<file path="config.mk">
export PLATFORM = sky130hd
export DESIGN_NAME = ffla_flip_flop_latch_array
export DESIGN_NICKNAME = d
export VERILOG_FILES = /design/src/core/ffla_pkg.sv /design/src/core/ffla_in_if.sv /design/src/core/ffla_in_sync.sv /design/src/core/ffla_flip_flop_latch_array.sv
export SDC_FILE = /design/constraint.sdc
export NUM_CORES = 1
export LEC_CHECK = 0
export BUFFER_PORTS_ARGS = -buffer_cell sky130_fd_sc_hd__buf_4
export CAP_MARGIN = 20
export CORE_MARGIN = 3
export CORE_UTILIZATION = 45
export DETAILED_ROUTE_END_ITERATION = 8
export PLACE_DENSITY = 0.65
export SLEW_MARGIN = 20
export SYNTH_ARGS = -nofsm -noshare
export SYNTH_HDL_FRONTEND = slang
export SYNTH_SLANG_ARGS = --single-unit
</file>
<file path="constraint.sdc">
create_clock -name ref_clk -period 1.3 [get_ports ref_clk]
set_input_delay 0 -clock ref_clk [delete_from_list [all_inputs] [get_ports ref_clk]]
set_output_delay 0 -clock ref_clk [all_outputs]
set_load 0.05 [all_outputs]
</file>
<file path="src/core/ffla_pkg.sv">
// package for the flip-flop and latch array: element kinds, input bundle
// field positions, reset values and clock-to-output timing.
// assumes a single 250 MHz reference clock drives every register.
package ffla_pkg;

  // ----------------------------------------------------------------
  // element kinds
  // ----------------------------------------------------------------
  typedef enum logic [3:0] {
    FFLA_KIND_JK  = 4'h1,   // falling_edge_jk_store
    FFLA_KIND_D   = 4'h2,   // rising_edge_data_store
    FFLA_KIND_SRL = 4'h4,   // gated_set_reset_latch
    FFLA_KIND_DL  = 4'h8    // gated_data_latch
  } ffla_kind_t;

  // ----------------------------------------------------------------
  // timing
  // ----------------------------------------------------------------
  localparam int FFLA_CLK_PERIOD_PS = 4000;
  localparam int FFLA_CLK_Q_PS      = 8000;
  // least time, rounded up to whole cycles, never below one
  localparam int FFLA_CLK_Q_CYC_RAW =
    (FFLA_CLK_Q_PS + FFLA_CLK_PERIOD_PS - 1) / FFLA_CLK_PERIOD_PS;
  localparam int FFLA_CLK_Q_CYC =
    (FFLA_CLK_Q_CYC_RAW < 1) ? 1 : FFLA_CLK_Q_CYC_RAW;

  // ----------------------------------------------------------------
  // defaults and input bundle layout
  // ----------------------------------------------------------------
  localparam int FFLA_NUM_ELEMS   = 1;
  localparam int FFLA_POWER_ON    = 0;
  localparam int FFLA_SYNC_CLK    = 0;
  localparam int FFLA_SYNC_PRE    = 1;
  localparam int FFLA_SYNC_CLR    = 2;
  localparam int FFLA_SYNC_PRE_X  = 3;
  localparam int FFLA_SYNC_CLR_X  = 4;
  localparam int FFLA_SYNC_DATA   = 5;
  // controls idle at reset: clock low, preset and clear inactive high
  localparam logic [4:0] FFLA_SYNC_CTL_RST = 5'h06;

endpackage

</file>
<file path="src/core/ffla_in_if.sv">
// interface carrying the synchronised inputs from the input stage to
// the storage array.
// assumes both ends run on ref_clk.
`timescale 1ns/1ps

interface ffla_in_if #(
  parameter int N = 1
);
  logic         clk_lvl;
  logic         clk_rise;
  logic         clk_fall;
  logic         preset_n;
  logic         clear_n;
  logic         preset_x;
  logic         clear_x;
  logic [N-1:0] data_a;
  logic [N-1:0] data_b;

  modport src (
    output clk_lvl, clk_rise, clk_fall, preset_n, clear_n,
           preset_x, clear_x, data_a, data_b
  );
  modport dst (
    input  clk_lvl, clk_rise, clk_fall, preset_n, clear_n,
           preset_x, clear_x, data_a, data_b
  );
endinterface

</file>
<file path="src/core/ffla_in_sync.sv">
// input stage: two-flop synchronisers for every pin and edge detection
// of the shared clock or gate pin.
// assumes all pins are asynchronous to ref_clk.
`timescale 1ns/1ps

module ffla_in_sync #(
  parameter int N = ffla_pkg::FFLA_NUM_ELEMS
) (
  input  wire logic         ref_clk,
  input  wire logic         rst,
  input  wire logic         clk_gate_pin,
  input  wire logic         preset_n_pin,
  input  wire logic         clear_n_pin,
  input  wire logic         preset_x_pin,
  input  wire logic         clear_x_pin,
  input  wire logic [N-1:0] data_a_pin,
  input  wire logic [N-1:0] data_b_pin,
  ffla_in_if.src            sync_o
);
  import ffla_pkg::*;

  localparam int W = FFLA_SYNC_DATA + 2 * N;
  localparam logic [W-1:0] RST_VAL =
    {{(2 * N){1'b0}}, FFLA_SYNC_CTL_RST};

  // ----------------------------------------------------------------
  // synchronisers
  // ----------------------------------------------------------------
  logic [W-1:0] raw;
  logic [W-1:0] s1_r;
  logic [W-1:0] s2_r;
  logic         lvl3_r;

  assign raw = {data_b_pin, data_a_pin, clear_x_pin, preset_x_pin,
                clear_n_pin, preset_n_pin, clk_gate_pin};

  // s1_r feeds s2_r only; edges are taken from s2_r against lvl3_r
  always_ff @(posedge ref_clk) begin
    if (rst) begin
      s1_r   <= RST_VAL;
      s2_r   <= RST_VAL;
      lvl3_r <= 1'b0;
    end else begin
      s1_r   <= raw;
      s2_r   <= s1_r;
      lvl3_r <= s2_r[FFLA_SYNC_CLK];
    end
  end

  // ----------------------------------------------------------------
  // outputs
  // ----------------------------------------------------------------
  assign sync_o.clk_lvl  = s2_r[FFLA_SYNC_CLK];
  assign sync_o.clk_rise = s2_r[FFLA_SYNC_CLK] & ~lvl3_r;
  assign sync_o.clk_fall = ~s2_r[FFLA_SYNC_CLK] & lvl3_r;
  assign sync_o.preset_n = s2_r[FFLA_SYNC_PRE];
  assign sync_o.clear_n  = s2_r[FFLA_SYNC_CLR];
  assign sync_o.preset_x = s2_r[FFLA_SYNC_PRE_X];
  assign sync_o.clear_x  = s2_r[FFLA_SYNC_CLR_X];
  assign sync_o.data_a   = s2_r[FFLA_SYNC_DATA +: N];
  assign sync_o.data_b   = s2_r[FFLA_SYNC_DATA + N +: N];

endmodule // ffla_in_sync

</file>
<file path="src/core/ffla_flip_flop_latch_array.sv">
// storage array of one element kind: falling-edge jk, rising-edge d,
// gated set-reset latch or gated data latch, with shared preset, clear
// and clock or gate.
// assumes pins are asynchronous; they pass the input stage first.
`timescale 1ns/1ps

// Overview of operation
// - the jk kind changes state only on a falling edge of the clock.
// - the d kind changes state only on a rising edge of the clock.
// - both latch kinds follow their inputs while the gate is high.
// - edge kinds show a new state a set delay after the edge.
// - element count is a parameter; controls are shared by all.
// - the true output powers up at the power-on level, else unknown.
// - an unknown input whose every value gives one result is harmless.
// - preset low forces 1, clear low forces 0, both low is unknown.
// - jk holds on 00, resets on 01, sets on 10, toggles on 11.
// - the d kind loads its data input on a rising edge and else holds.
// - the set-reset latch holds, resets, sets; 11 gives unknown.
// - the data latch copies data while gate is high, else holds.
module ffla_flip_flop_latch_array #(
  parameter int                   N         = ffla_pkg::FFLA_NUM_ELEMS,
  parameter ffla_pkg::ffla_kind_t ELEM_KIND = ffla_pkg::FFLA_KIND_JK,
  parameter int power_on_level_setting      = ffla_pkg::FFLA_POWER_ON,
  parameter int DELAY_CYC                   = ffla_pkg::FFLA_CLK_Q_CYC
) (
  input  wire logic         ref_clk,
  input  wire logic         rst,
  input  wire logic         clk_gate_pin,
  input  wire logic         preset_n,
  input  wire logic         clear_n,
  input  wire logic         preset_unknown,
  input  wire logic         clear_unknown,
  input  wire logic [N-1:0] data_a,
  input  wire logic [N-1:0] data_b,
  output logic      [N-1:0] true_out,
  output logic      [N-1:0] inverted_output,
  output logic      [N-1:0] out_unknown
);
  import ffla_pkg::*;

  // ----------------------------------------------------------------
  // constants
  // ----------------------------------------------------------------
  localparam int CW = $clog2(DELAY_CYC + 1);
  localparam logic [CW-1:0] CNT_LOAD = CW'(DELAY_CYC);
  localparam logic [CW-1:0] CNT_ONE  = CW'(1);
  localparam logic [CW-1:0] CNT_ZERO = CW'(0);
  localparam logic IS_JK  = (ELEM_KIND == FFLA_KIND_JK);
  localparam logic IS_D   = (ELEM_KIND == FFLA_KIND_D);
  localparam logic IS_SRL = (ELEM_KIND == FFLA_KIND_SRL);
  localparam logic IS_EDGE = IS_JK | IS_D;
  localparam logic [N-1:0] POR_VAL = {N{power_on_level_setting == 1}};
  localparam logic [N-1:0] POR_UNK =
    {N{(power_on_level_setting != 0) && (power_on_level_setting != 1)}};

  // ----------------------------------------------------------------
  // input stage
  // ----------------------------------------------------------------
  ffla_in_if #(.N(N)) in_bus ();

  ffla_in_sync #(.N(N)) u_sync (
    .ref_clk      (ref_clk),
    .rst          (rst),
    .clk_gate_pin (clk_gate_pin),
    .preset_n_pin (preset_n),
    .clear_n_pin  (clear_n),
    .preset_x_pin (preset_unknown),
    .clear_x_pin  (clear_unknown),
    .data_a_pin   (data_a),
    .data_b_pin   (data_b),
    .sync_o       (in_bus.src)
  );

  // ----------------------------------------------------------------
  // state
  // ----------------------------------------------------------------
  logic [N-1:0]  q_r;
  logic [N-1:0]  qb_r;
  logic [N-1:0]  qx_r;
  logic [N-1:0]  pend_val_r;
  logic [N-1:0]  pend_unk_r;
  logic [CW-1:0] cnt_r;
  logic [N-1:0]  q_nxt;
  logic [N-1:0]  qx_nxt;
  logic [N-1:0]  pend_val_nxt;
  logic [N-1:0]  pend_unk_nxt;
  logic [CW-1:0] cnt_nxt;

  // ----------------------------------------------------------------
  // edge kinds: capture at the active edge, show after the delay
  // ----------------------------------------------------------------
  wire           act_edge;
  wire           force_any;
  wire           load;
  wire           pending;
  wire           apply;
  wire [N-1:0]   base_val;
  wire [N-1:0]   base_unk;
  wire [N-1:0]   jk_val;
  wire [N-1:0]   jk_unk;
  wire [N-1:0]   edge_val;
  wire [N-1:0]   edge_unk;
  wire [N-1:0]   ja;
  wire [N-1:0]   kb;

  assign ja = in_bus.data_a;
  assign kb = in_bus.data_b;
  // one shared clock edge steps every element of the array
  assign act_edge = (IS_JK & in_bus.clk_fall)
                  | (IS_D & in_bus.clk_rise);
  // an unknown preset or clear counts as a possible force
  assign force_any = ~in_bus.preset_n | ~in_bus.clear_n
                   | in_bus.preset_x | in_bus.clear_x;
  assign load    = IS_EDGE & act_edge & ~force_any;
  assign pending = (cnt_r != CNT_ZERO);
  assign apply   = (cnt_r == CNT_ONE);
  // an edge inside the delay builds on the state still in flight
  assign base_val = pending ? pend_val_r : q_r;
  assign base_unk = pending ? pend_unk_r : qx_r;
  // hold 00, reset 01, set 10, toggle 11
  assign jk_val = (ja & ~base_val) | (~kb & base_val);
  assign jk_unk = base_unk & ~(ja ^ kb);
  assign edge_val = IS_JK ? jk_val : ja;
  assign edge_unk = IS_JK ? jk_unk : {N{1'b0}};

  assign pend_val_nxt = load ? edge_val : pend_val_r;
  assign pend_unk_nxt = load ? edge_unk : pend_unk_r;
  // a force cancels a change still in flight
  assign cnt_nxt = force_any ? CNT_ZERO
                 : load      ? CNT_LOAD
                 : pending   ? cnt_r - CNT_ONE
                 : CNT_ZERO;

  // ----------------------------------------------------------------
  // latch kinds and the unforced next state
  // ----------------------------------------------------------------
  wire [N-1:0] sr_val;
  wire [N-1:0] sr_unk;
  wire [N-1:0] lat_val;
  wire [N-1:0] lat_unk;
  wire [N-1:0] nrm_val;
  wire [N-1:0] nrm_unk;

  // hold 00, reset 01, set 10, unknown 11
  assign sr_val = (ja & ~kb) | (~ja & ~kb & q_r);
  assign sr_unk = (ja & kb) | (~ja & ~kb & qx_r);
  assign lat_val = IS_SRL ? sr_val : ja;
  assign lat_unk = IS_SRL ? sr_unk : {N{1'b0}};
  assign nrm_val = IS_EDGE ? (apply ? pend_val_r : q_r)
                 : (in_bus.clk_lvl ? lat_val : q_r);
  assign nrm_unk = IS_EDGE ? (apply ? pend_unk_r : qx_r)
                 : (in_bus.clk_lvl ? lat_unk : qx_r);

  // ----------------------------------------------------------------
  // preset and clear, resolved over every value an unknown may take
  // ----------------------------------------------------------------
  wire p_hi;
  wire p_lo;
  wire c_hi;
  wire c_lo;
  wire a11;
  wire a10;
  wire a01;
  wire a00;
  wire [N-1:0] any_one;
  wire [N-1:0] any_zero;
  wire [N-1:0] any_unk;

  assign p_hi = in_bus.preset_x | in_bus.preset_n;
  assign p_lo = in_bus.preset_x | ~in_bus.preset_n;
  assign c_hi = in_bus.clear_x | in_bus.clear_n;
  assign c_lo = in_bus.clear_x | ~in_bus.clear_n;
  assign a11 = p_hi & c_hi;
  assign a10 = p_hi & c_lo;
  assign a01 = p_lo & c_hi;
  assign a00 = p_lo & c_lo;
  assign any_one  = {N{a01}} | ({N{a11}} & nrm_val & ~nrm_unk);
  assign any_zero = {N{a10}} | ({N{a11}} & ~nrm_val & ~nrm_unk);
  assign any_unk  = {N{a00}} | ({N{a11}} & nrm_unk);
  // unknown only when the possible outcomes disagree
  assign qx_nxt = any_unk | (any_one & any_zero);
  assign q_nxt  = any_one & ~qx_nxt;

  // ----------------------------------------------------------------
  // registers
  // ----------------------------------------------------------------
  always_ff @(posedge ref_clk) begin
    if (rst) begin
      q_r        <= POR_VAL;
      qb_r       <= ~POR_VAL;
      qx_r       <= POR_UNK;
      pend_val_r <= {N{1'b0}};
      pend_unk_r <= {N{1'b0}};
      cnt_r      <= CNT_ZERO;
    end else begin
      q_r        <= q_nxt;
      qb_r       <= ~q_nxt;
      qx_r       <= qx_nxt;
      pend_val_r <= pend_val_nxt;
      pend_unk_r <= pend_unk_nxt;
      cnt_r      <= cnt_nxt;
    end
  end

  assign true_out        = q_r;
  assign inverted_output = qb_r;
  assign out_unknown     = qx_r;
endmodule // ffla_flip_flop_latch_array

</file>
* Word level (Yosys, flattened, before mapping)
Cells that the tools add are included. W data, S select, Z words.
Word-level totals: output and inout port bits 3, input bits 9, latch bits 0, register bits 22, bits in read-only memories 0, memories kept 0, memory bits (writable) 0, word-level logic and storage cells 62
Cells by class: reduce and logical (&&, ||, !) cells 3, div/mod/pow operators 0, $lt $le $gt $ge 0, shift operators 0, add/subtract/negate cells 1, bitwise operators 41, $mul 0, multiplexer cells 6, equal/unequal tests 1
Operator list (number):
- $and A1 B1 Y1 | 16
- $not A1 Y1 | 12
- $or A1 B1 Y1 | 12
- $mux W1 | 4
- $mux W2 | 2
- $reduce_or A4 Y1 | 1
- $eq A2 B1 Y1 const B | 1
- $reduce_bool A2 Y1 | 1
- $reduce_or A2 Y1 | 1
- $sub A2 B1 Y2 const B | 1
- $xor A1 B1 Y1 | 1

* Logic depth before layout (Yosys ltp)
Gate-level depths: netlist of the first run.
depth after elaboration 11, depth in mapped cells 4, depth with buffers taken out 4

* Cells and area by module
From an unflattened synthesis of the first run, not the netlist that was laid out.
Second synthesis, totals: cell total of the unflattened synthesis 72, area total of the unflattened synthesis 773.2 um^2
Modules (own cells, without submodules):
- ffla_in_sync | instances 1, sequential area each 300.3 um^2, area each 424.2 um^2, cells each 33
- ffla_flip_flop_latch_array | instances 1, sequential area each 140.1 um^2, area each 349.1 um^2, cells each 39

* Worst setup path after synthesis of the first run
Ideal clock, no wire load.
path type register to register, start register qx_r, in the netlist out_unknown, end register q_r, in the netlist true_out, arrival time 1.158 ns, data required time 1.185 ns, clock period less this slack 1.273 ns, slack 0.027 ns, cell stages (with the launch flop) 5, path buffers 0, setup time 0.115 ns, cell sequence dfxtp_1 -> inv_1 -> a31oi_1 -> o21ai_1 -> and2_1
On the way: longest elaborated chain between the ends 8, elaborated cells between the ends (all ways) 12, those cells by class 1 x mux; 11 x bitwise
RTL lines:
- start, declared | line ffla_flip_flop_latch_array.sv:79 | logic [N-1:0] qx_r;
- start signal, assigned | line ffla_flip_flop_latch_array.sv:198 | qx_r <= qx_nxt;
- $mux W1 (*) | line ffla_flip_flop_latch_array.sv:151 | assign nrm_unk = IS_EDGE ? (apply ? pend_unk_r : qx_r)
- $not A1 Y1 | line ffla_flip_flop_latch_array.sv:177, ffla_flip_flop_latch_array.sv:178
- $and A1 B1 Y1 (on tied branches) | line ffla_flip_flop_latch_array.sv:177, ffla_flip_flop_latch_array.sv:178
- $or A1 B1 Y1 (on tied branches) | line ffla_flip_flop_latch_array.sv:177, ffla_flip_flop_latch_array.sv:178
- $and A1 B1 Y1 | line ffla_flip_flop_latch_array.sv:181 | assign qx_nxt = any_unk | (any_one & any_zero);
- $or A1 B1 Y1 | line ffla_flip_flop_latch_array.sv:181
- $not A1 Y1 | line ffla_flip_flop_latch_array.sv:182 | assign q_nxt = any_one & ~qx_nxt;
- $and A1 B1 Y1 (*) | line ffla_flip_flop_latch_array.sv:182
- end signal, assigned | line ffla_flip_flop_latch_array.sv:196 | q_r <= q_nxt;
- end, declared | line ffla_flip_flop_latch_array.sv:77 | logic [N-1:0] q_r;
Mark *: on every way between the ends. The rest lies on a longest branch, timed or not. A chain may end at the register's enable or synchronous reset.

* Worst setup path in the final report of the first run
start input rst, end register u_sync.s1_r[6]
RTL lines:
- start, declared | line ffla_flip_flop_latch_array.sv:27 | input wire logic rst,
- end signal, assigned | line ffla_in_sync.sv:44 | s1_r <= raw;
- end, declared | line ffla_in_sync.sv:30 | logic [W-1:0] s1_r;
No word-level cell between the ends.

==> impl_results.md, run 1 <==
- Status: completed
- Leading area contributor after synthesis: dfxtp_1
- Slew Limit Fails: 0
- Drt initial violations: 4
- Port bufs: 11
- Avg WL per Cell: 9.72 um
- Area contributors post-synth: dfxtp_1 (55%), nor2b_1 (9.4%), nand4bb_4 (3.4%)
- CP Capture Point: u_sync.s1_r[6]$_SDFF_PP0_
- # IOs: 12
- Initial antenna violation count: 0
- Max Clock Freq: 850 MHz
- Placer Congestion: 0.770
- Final nets: 105
- Setup TNS Final: 0 ns
- N_diodes: 0
- Asr flop ratio synth: 0
- Non-Filler Instances: 119
- Worst Max-Slew Pin Slew: 0.276 ns
- Final ANT Viol Nets: 0
- Worst path cell trace: dlygate4sd3_1, buf_4, nor2b_1, dlygate4sd3_1
- Crit Reg-Reg Startpoint: u_sync.s2_r[4]$_SDFF_PP0_
- Synth Cell Area: 801 um2
- Max Clock Skew: 0.00201 ns
- Global Route Usage Sum: 0.128
- Final Hold Vio Count: 0
- Flop2flop setup slack: 0.16 ns
- Most common cell on crit path: dlygate4sd3_1
- CP max FO: 21
- Worst reg-to-reg path cell count: 4
- WP data required: 1.51 ns
- Syn nets: 81
- # H-tree levels: 1
- P_int: 1.10 mW
- Startpoint Class: input pin
- Number of flops mapped to enable cells by yosys: 0
- Root buffer cell: clkbuf_4
- Number of global-route vias before repair: 484
- Largest delay contributor family on the critical path: buffers and inverters
- Core Footprint: 1590 um2
- Worst-skew pair later-pin latency: 0.30 ns
- Top cell type's share of synthesized area: 0.550
- First-pass GRT wire length: 1990 um
- Peak supply drop: 0.725 mV
- CTS Buffer Depth: 2
- WHS Path Cells: 3
- Vias per inst: 4.51
- Crit-path slowest cell: dlygate4sd3_1
- Die width: 48.2 um
- Clock transition at path regs: 0.12 ns
- Mapped Cells: 72
- Sequential power share: 0.523
- Critical path buffers and inverters: 3
- RSZ-0062 raised after global routing: false
- Ys Warns: 0
- CP startpoint: rst
- DP Cell Count: 105
- CTS tree: yes
- Std cell rows: 14
- Sequential-to-total area share from yosys stat: 0.550
- Die area: 2320 um2
- Crit. End Element: register
- Starting density of the core: 0.502
- Max-cap violations: 0
- GR Overflow Total: 0
- Comb power frac: 0.104
- Most used DFF post-synth: dfxtp_1
- Slew HR: 0.816
- Largest net degree at the start of global routing: 22
- Final core occ: 0.665
- Clock share of power: 0.373
- Final setup vio count: 0
- Post-route clock period utilization: 0.905
- Tot Pwr: 1.38 mW
- Num CTS Buffers: 3
- Avg Cell Area, Syn: 11.1 um2
- Arr. time, crit path: 1.38 ns
- Slowest stage delay, CP: 0.55 ns
- Reg-to-Reg End: pend_unk_r$_SDFFE_PP0P_
- Share of cells above drive strength 1: 0.284
- Total wire length: 1160 um
- DRT Pass-1 Iters: 4
- Setup CP Type: input pin to register
- WP depth: 4
- Net Switching: 281 uW
- Pwr per Cell Area: 1300 nW/um2
- Register bit total from synthesis: 22
- Min Tclk post-route: 1.18 ns
- Detailed-route via count: 537
- Clock sink total: 22
- Leakage: 0.432 nW
- Sw Share: 0.204
- Area grow syn2layout: 32.3%
- Chip Height: 48.2 um
- DRC violations left: 0
- Synth cell types: 28
- Worst hold path type: input pin to register
placed cells by master (no fill, tap or decap), drive strengths merged, types with 2 or more instances in the layout:
cell | synthesis | routed
buf | 0 | 11
a21oi | 2 | 2
nor2b | 13 | 13
nor3b | 3 | 3
or2 | 5 | 5
nor4 | 2 | 2
a31oi | 2 | 2
clkbuf | 2 | 3
nand2 | 2 | 2
nor2 | 3 | 3
dlygate4sd3 | 0 | 10
nor3 | 2 | 2
mux2i | 2 | 2
dfxtp | 22 | 22
repair_timing:
| item | in CTS | in global routing |
|---|---|---|
| endpoints found under the hold margin | 9 | 0 |
| hold buffers | 10 | 0 |
| buffers inserted | 0 | 0 |
| gates resized for setup | 0 | 1 |
| setup endpoints to repair | 0 | 1 |
state kept, by name, indices dropped and copies added, names as in the netlist:
register,cells
true_out,1
u_sync.s1_r,7
inverted_output,1
cnt_r,2
u_sync.lvl3_r,1
pend_unk_r,1
out_unknown,1
u_sync.s2_r,7
pend_val_r,1
how the worst min path moves through the flow:
stage	start	endpoint	slack, ns
floorplan	preset_n	u_sync.s1_r[1]$_SDFF_PP1_	0.10
global placement	preset_n	u_sync.s1_r[1]$_SDFF_PP1_	0.18
detailed placement	clear_n	u_sync.s1_r[2]$_SDFF_PP1_	0.19
CTS	preset_n	u_sync.s1_r[1]$_SDFF_PP1_	0.40
global route	preset_n	u_sync.s1_r[1]$_SDFF_PP1_	0.40
finish	clear_n	u_sync.s1_r[2]$_SDFF_PP1_	0.42
power groups by stage:
stage / Combinational [mW] / Clock, mW / Sequential (mW)
2_1_floorplan: 0.0670 / 0 / 0.750
3_3_place_gp: 0.119 / 0 / 0.734
3_5_place_dp: 0.121 / 0 / 0.735
4_1_cts: 0.144 / 0.531 / 0.719
5_1_grt: 0.157 / 0.550 / 0.724
6_report: 0.143 / 0.514 / 0.719
tightest hold or removal path: stages:
cell and delay, ns:
dlygate4sd3_1 0.53, buf_4 0.09, or2_2 0.08
layout make-up:
cell class	count	area [um2]
clock buffer	3	22.5
clock inverter	1	30.0
fill	135	534
inverter	1	3.75
multi-input combinational	47	349
sequential	22	442
tap	24	30.0
timing repair buffer	21	183
metrics by stage:
step | area, um2 | hold WS, ns | worst slack [ns]
floorplan | 801 | 0.104 | 0.0271
global placement | 906 | 0.184 | 0.177
detailed placement | 906 | 0.187 | 0.143
CTS | 1060 | 0.403 | 0.118
global route | 1060 | 0.401 | 0.0597
finish | 1060 | 0.417 | 0.124
synthesized netlist by cell type (all sizes together) (2+ instances only):
master and number:
nor2b 13, a31oi 2, or2 5, mux2i 2, nor2 3, nor3 2
nor4 2, nor3b 3, clkbuf 2, nand2 2, dfxtp 22, a21oi 2
kinds of logic after synthesis:
| group | after synthesis | share of synthesized area |
|---|---|---|
| muxes | 2 | 0.0250 |
| buffers and inverters | 3 | 0.0141 |
| xor gates and xnor gates | 2 | 0.0219 |
| AOI/OAI and AO/OA | 8 | 0.0703 |
| DFF | 22 | 0.550 |
| and+or+nand+nor | 35 | 0.319 |
layer usage:
| layer | up-vias | track usage | part of all wire | wire length (um) |
|---|---|---|---|---|
| met5 | - | 0 | 0 | 0 |
| met4 | 0 | 0.0591 | 0.0069 | 8 |
| met3 | 2 | 0.0664 | 0.048 | 55 |
| met2 | 11 | 0.193 | 0.47 | 544 |
| met1 | 237 | 0.149 | 0.47 | 548 |
| li1 | 287 | - | - | - |
Power figures use the tool's default switching activity.
==> inputs of run 2 (changes only) <==
--- a/config.mk
+++ b/config.mk
@@ -5,12 +5,12 @@
 export SDC_FILE = /design/constraint.sdc
 export NUM_CORES = 1
 export LEC_CHECK = 0
-export BUFFER_PORTS_ARGS = -buffer_cell sky130_fd_sc_hd__buf_4
 export CAP_MARGIN = 20
 export CORE_MARGIN = 3
-export CORE_UTILIZATION = 45
+export CORE_UTILIZATION = 57
 export DETAILED_ROUTE_END_ITERATION = 8
-export PLACE_DENSITY = 0.65
+export DONT_BUFFER_PORTS = 1
+export PLACE_DENSITY = 0.72
 export SLEW_MARGIN = 20
 export SYNTH_ARGS = -nofsm -noshare
 export SYNTH_HDL_FRONTEND = slang
==> run 2 against run 1 <==
Net effect:
- first-iteration DRC count increased by 50%
- non-clock buffer count decreased by 11
- sequential share of layout area increased by 5.8 points
- utilization increased by 9.9 points
- worst hold slack got worse by 0.080 ns
- setup slack improved by 0.0051 ns
- global-route usage increased by 1.3 points
- die area decreased by 19%
- power decreased by 19%
- clock-buffer cell count unchanged
- fmax increased by 0.43%
- critical path depth unchanged
- largest cell class unchanged
==> impl_results.md, run 2 (synthesized netlist as in run 1, its figures left out) <==
- Setup CP Type: register to register (was input pin to register)
- Non-Filler Instances: 97 (was 119)
- CP startpoint: cnt_r[1]$_SDFF_PP0_ (was rst)
- Startpoint Class: register (was input pin)
- # IOs: 12 (unchanged)
- Biggest regs: u_sync.s1_r (7), u_sync.s2_r (7), cnt_r (2) (unchanged)
- Worst hold path type: input pin to register (unchanged)
- Port bufs: 0 (was 11)
- Worst-skew pair later-pin latency: 0.29 ns (was 0.30 ns)
- Clock transition at path regs: 0.10 ns (was 0.12 ns)
- Hold slack: 0.337 ns (was 0.417 ns)
- WP depth: 4 (unchanged)
- # resized after CTS: 0 (unchanged)
- Worst slack, placed: 0.143 ns (about the same)
- Initial antenna violation count: 0 (unchanged)
- Placer Congestion: 0.699 (was 0.770)
- Global Route Usage Sum: 0.141 (was 0.128)
- Postcts setup bufs: 0 (unchanged)
- Crit. End Element: register (unchanged)
- Setup TNS Final: 0 ns (unchanged)
- Reg area: 440 um2 (was 442 um2)
- Std cell rows: 12 (was 14)
- CTS Buffer Depth: 2 (unchanged)
- Peak supply drop: 0.962 mV (was 0.725 mV)
- Share of cells above drive strength 1: 0.193 (was 0.284)
- N_diodes: 0 (unchanged)
- Filler instances: 78 (was 135)
- First-pass GRT wire length: 2010 um (was 1990 um)
- DRT Pass-1 Iters: 4 (unchanged)
- CTS tree: yes (unchanged)
- Slowest stage delay, CP: 0.40 ns (was 0.55 ns)
- Final Hold Vio Count: 0 (unchanged)
- Die area: 1890 um2 (was 2320 um2)
- CP max FO: 5 (was 21)
- Largest net degree at the start of global routing: 22 (unchanged)
- Worst Max-Slew Pin Slew: 0.707 ns (was 0.276 ns)
- Die width: 43.5 um (was 48.2 um)
- WHS Path Cells: 2 (was 3)
- Multi-input gate area: 349 um2 (unchanged)
- Final ANT Viol Nets: 0 (unchanged)
- Critical path buffers and inverters: 0 (was 3)
- Reg-to-Reg End: out_unknown$_SDFF_PP0_ (was pend_unk_r$_SDFFE_PP0P_)
- Status: completed (unchanged)
- Final nets: 94 (was 105)
- Slew Limit Fails: 0 (unchanged)
- Most frequent cells in the layout: dfxtp_1 (22), nor2b_1 (12), dlygate4sd3_1 (8) (was dfxtp_1 (21), nor2b_1 (12), buf_4 (11))
- Detailed-route via count: 514 (was 537)
- Min Tclk post-route: 1.17 ns (was 1.18 ns)
- Setup ws final: 0.129 ns (was 0.124 ns)
- Crit-path slowest cell: dfxtp_1 (was dlygate4sd3_1)
- Slew HR: 0.527 (was 0.816)
- Worst path cell trace: nand2b_2, mux2i_1, nor3b_1, nor4_2 (was dlygate4sd3_1, buf_4, nor2b_1, dlygate4sd3_1)
- Largest delay contributor family on the critical path: simple AND/OR/NAND/NOR gates (was buffers and inverters)
- Chip Height: 43.5 um (was 48.2 um)
- DP Cell Count: 86 (was 105)
- WP data required: 1.51 ns (about the same)
- Max Clock Freq: 854 MHz (was 850 MHz)
- # H-tree levels: 1 (unchanged)
- Core Footprint: 1220 um2 (was 1590 um2)
- Area grow syn2layout: 15.9% (was 32.3%)
- Total wire length: 1080 um (was 1160 um)
- GR Overflow Total: 0 (unchanged)
- Max-cap violations: 0 (unchanged)
- Root buffer cell: clkbuf_4 (unchanged)
- Pwr per Cell Area: 1210 nW/um2 (was 1300 nW/um2)
- Commonest non-fill, non-tap cell in the layout: dfxtp_1 (unchanged)
- Num CTS Buffers: 3 (unchanged)
- Leakage: 0.364 nW (was 0.432 nW)
- Worst reg-to-reg path cell count: 4 (unchanged)
- Drt initial violations: 6 (was 4)
- Clock sink total: 22 (unchanged)
- DRC violations left: 0 (unchanged)
- CP Capture Point: out_unknown$_SDFF_PP0_ (was u_sync.s1_r[6]$_SDFF_PP0_)
- Vias per inst: 5.30 (was 4.51)
- Crit Reg-Reg Startpoint: cnt_r[1]$_SDFF_PP0_ (was u_sync.s2_r[4]$_SDFF_PP0_)
- Starting density of the core: 0.658 (was 0.502)
- RSZ-0062 raised after global routing: false (unchanged)
- Post-route clock period utilization: 0.901 (was 0.905)
- Max Clock Skew: 0.00147 ns (was 0.00201 ns)
- Number of global-route vias before repair: 491 (was 484)
- Final setup vio count: 0 (unchanged)
- Flop2flop setup slack: 0.13 ns (was 0.16 ns)
- Avg WL per Cell: 11.1 um (was 9.72 um)
- Arr. time, crit path: 1.38 ns (about the same)
[run 2: per-layer routing]
metal,up-vias,global-route usage,part of all wire
li1,264,-,-
met1,231,0.164,0.46
met2,15,0.245,0.48
met3,4,0.0249,0.044
met4,0,0.0723,0.015
met5,-,0,0
[run 2: worst reg2reg max path, delay by kind of cell, from the launching register on]
family / cells / cell delay [ns]
flip-flops: 1 / 0.40
AND/OR/NAND/NOR: 3 / 0.46
multiplexers: 1 / 0.23
[run 2: how the worst min path moves through the flow]
stage             start                   endpoint
2_1_floorplan  preset_n  u_sync.s1_r[1]$_SDFF_PP1_
3_3_place_gp        rst    pend_unk_r$_SDFFE_PP0P_
3_5_place_dp        rst    pend_unk_r$_SDFFE_PP0P_
4_1_cts        preset_n  u_sync.s1_r[1]$_SDFF_PP1_
5_1_grt         clear_n  u_sync.s1_r[2]$_SDFF_PP1_
6_report       preset_n  u_sync.s1_r[1]$_SDFF_PP1_
[run 2: through the flow]
stage | cell area, um2 | total power [mW] | util
finish | 928 | 1.12 | 0.763
floorplan | 801 | 0.817 | -
global route | 928 | 1.17 | 0.763
CTS | 928 | 1.13 | 0.763
global placement | 826 | 0.825 | 0.679
detailed placement | 826 | 0.827 | 0.679
[run 2: layout make-up]
class | count | share of cell area
timing repair buffer | 10 | 0.102
multi-input combinational | 47 | 0.376
inverter | 1 | 0.00404
sequential | 22 | 0.474
clock buffer | 3 | 0.0243
tap | 14 | 0.0189
[run 2: power breakdown]
group          switching, mW  total, mW  internal (mW)
logic                 0.0543      0.115         0.0608
registers             0.0202      0.723          0.702
clock network          0.174      0.281          0.108
[run 2: repair_timing]
action / in CTS / in global routing
endpoints found under the setup margin: 0 / 0
endpoints found under the hold margin: 22 / 0
hold buffers: 8 / 0
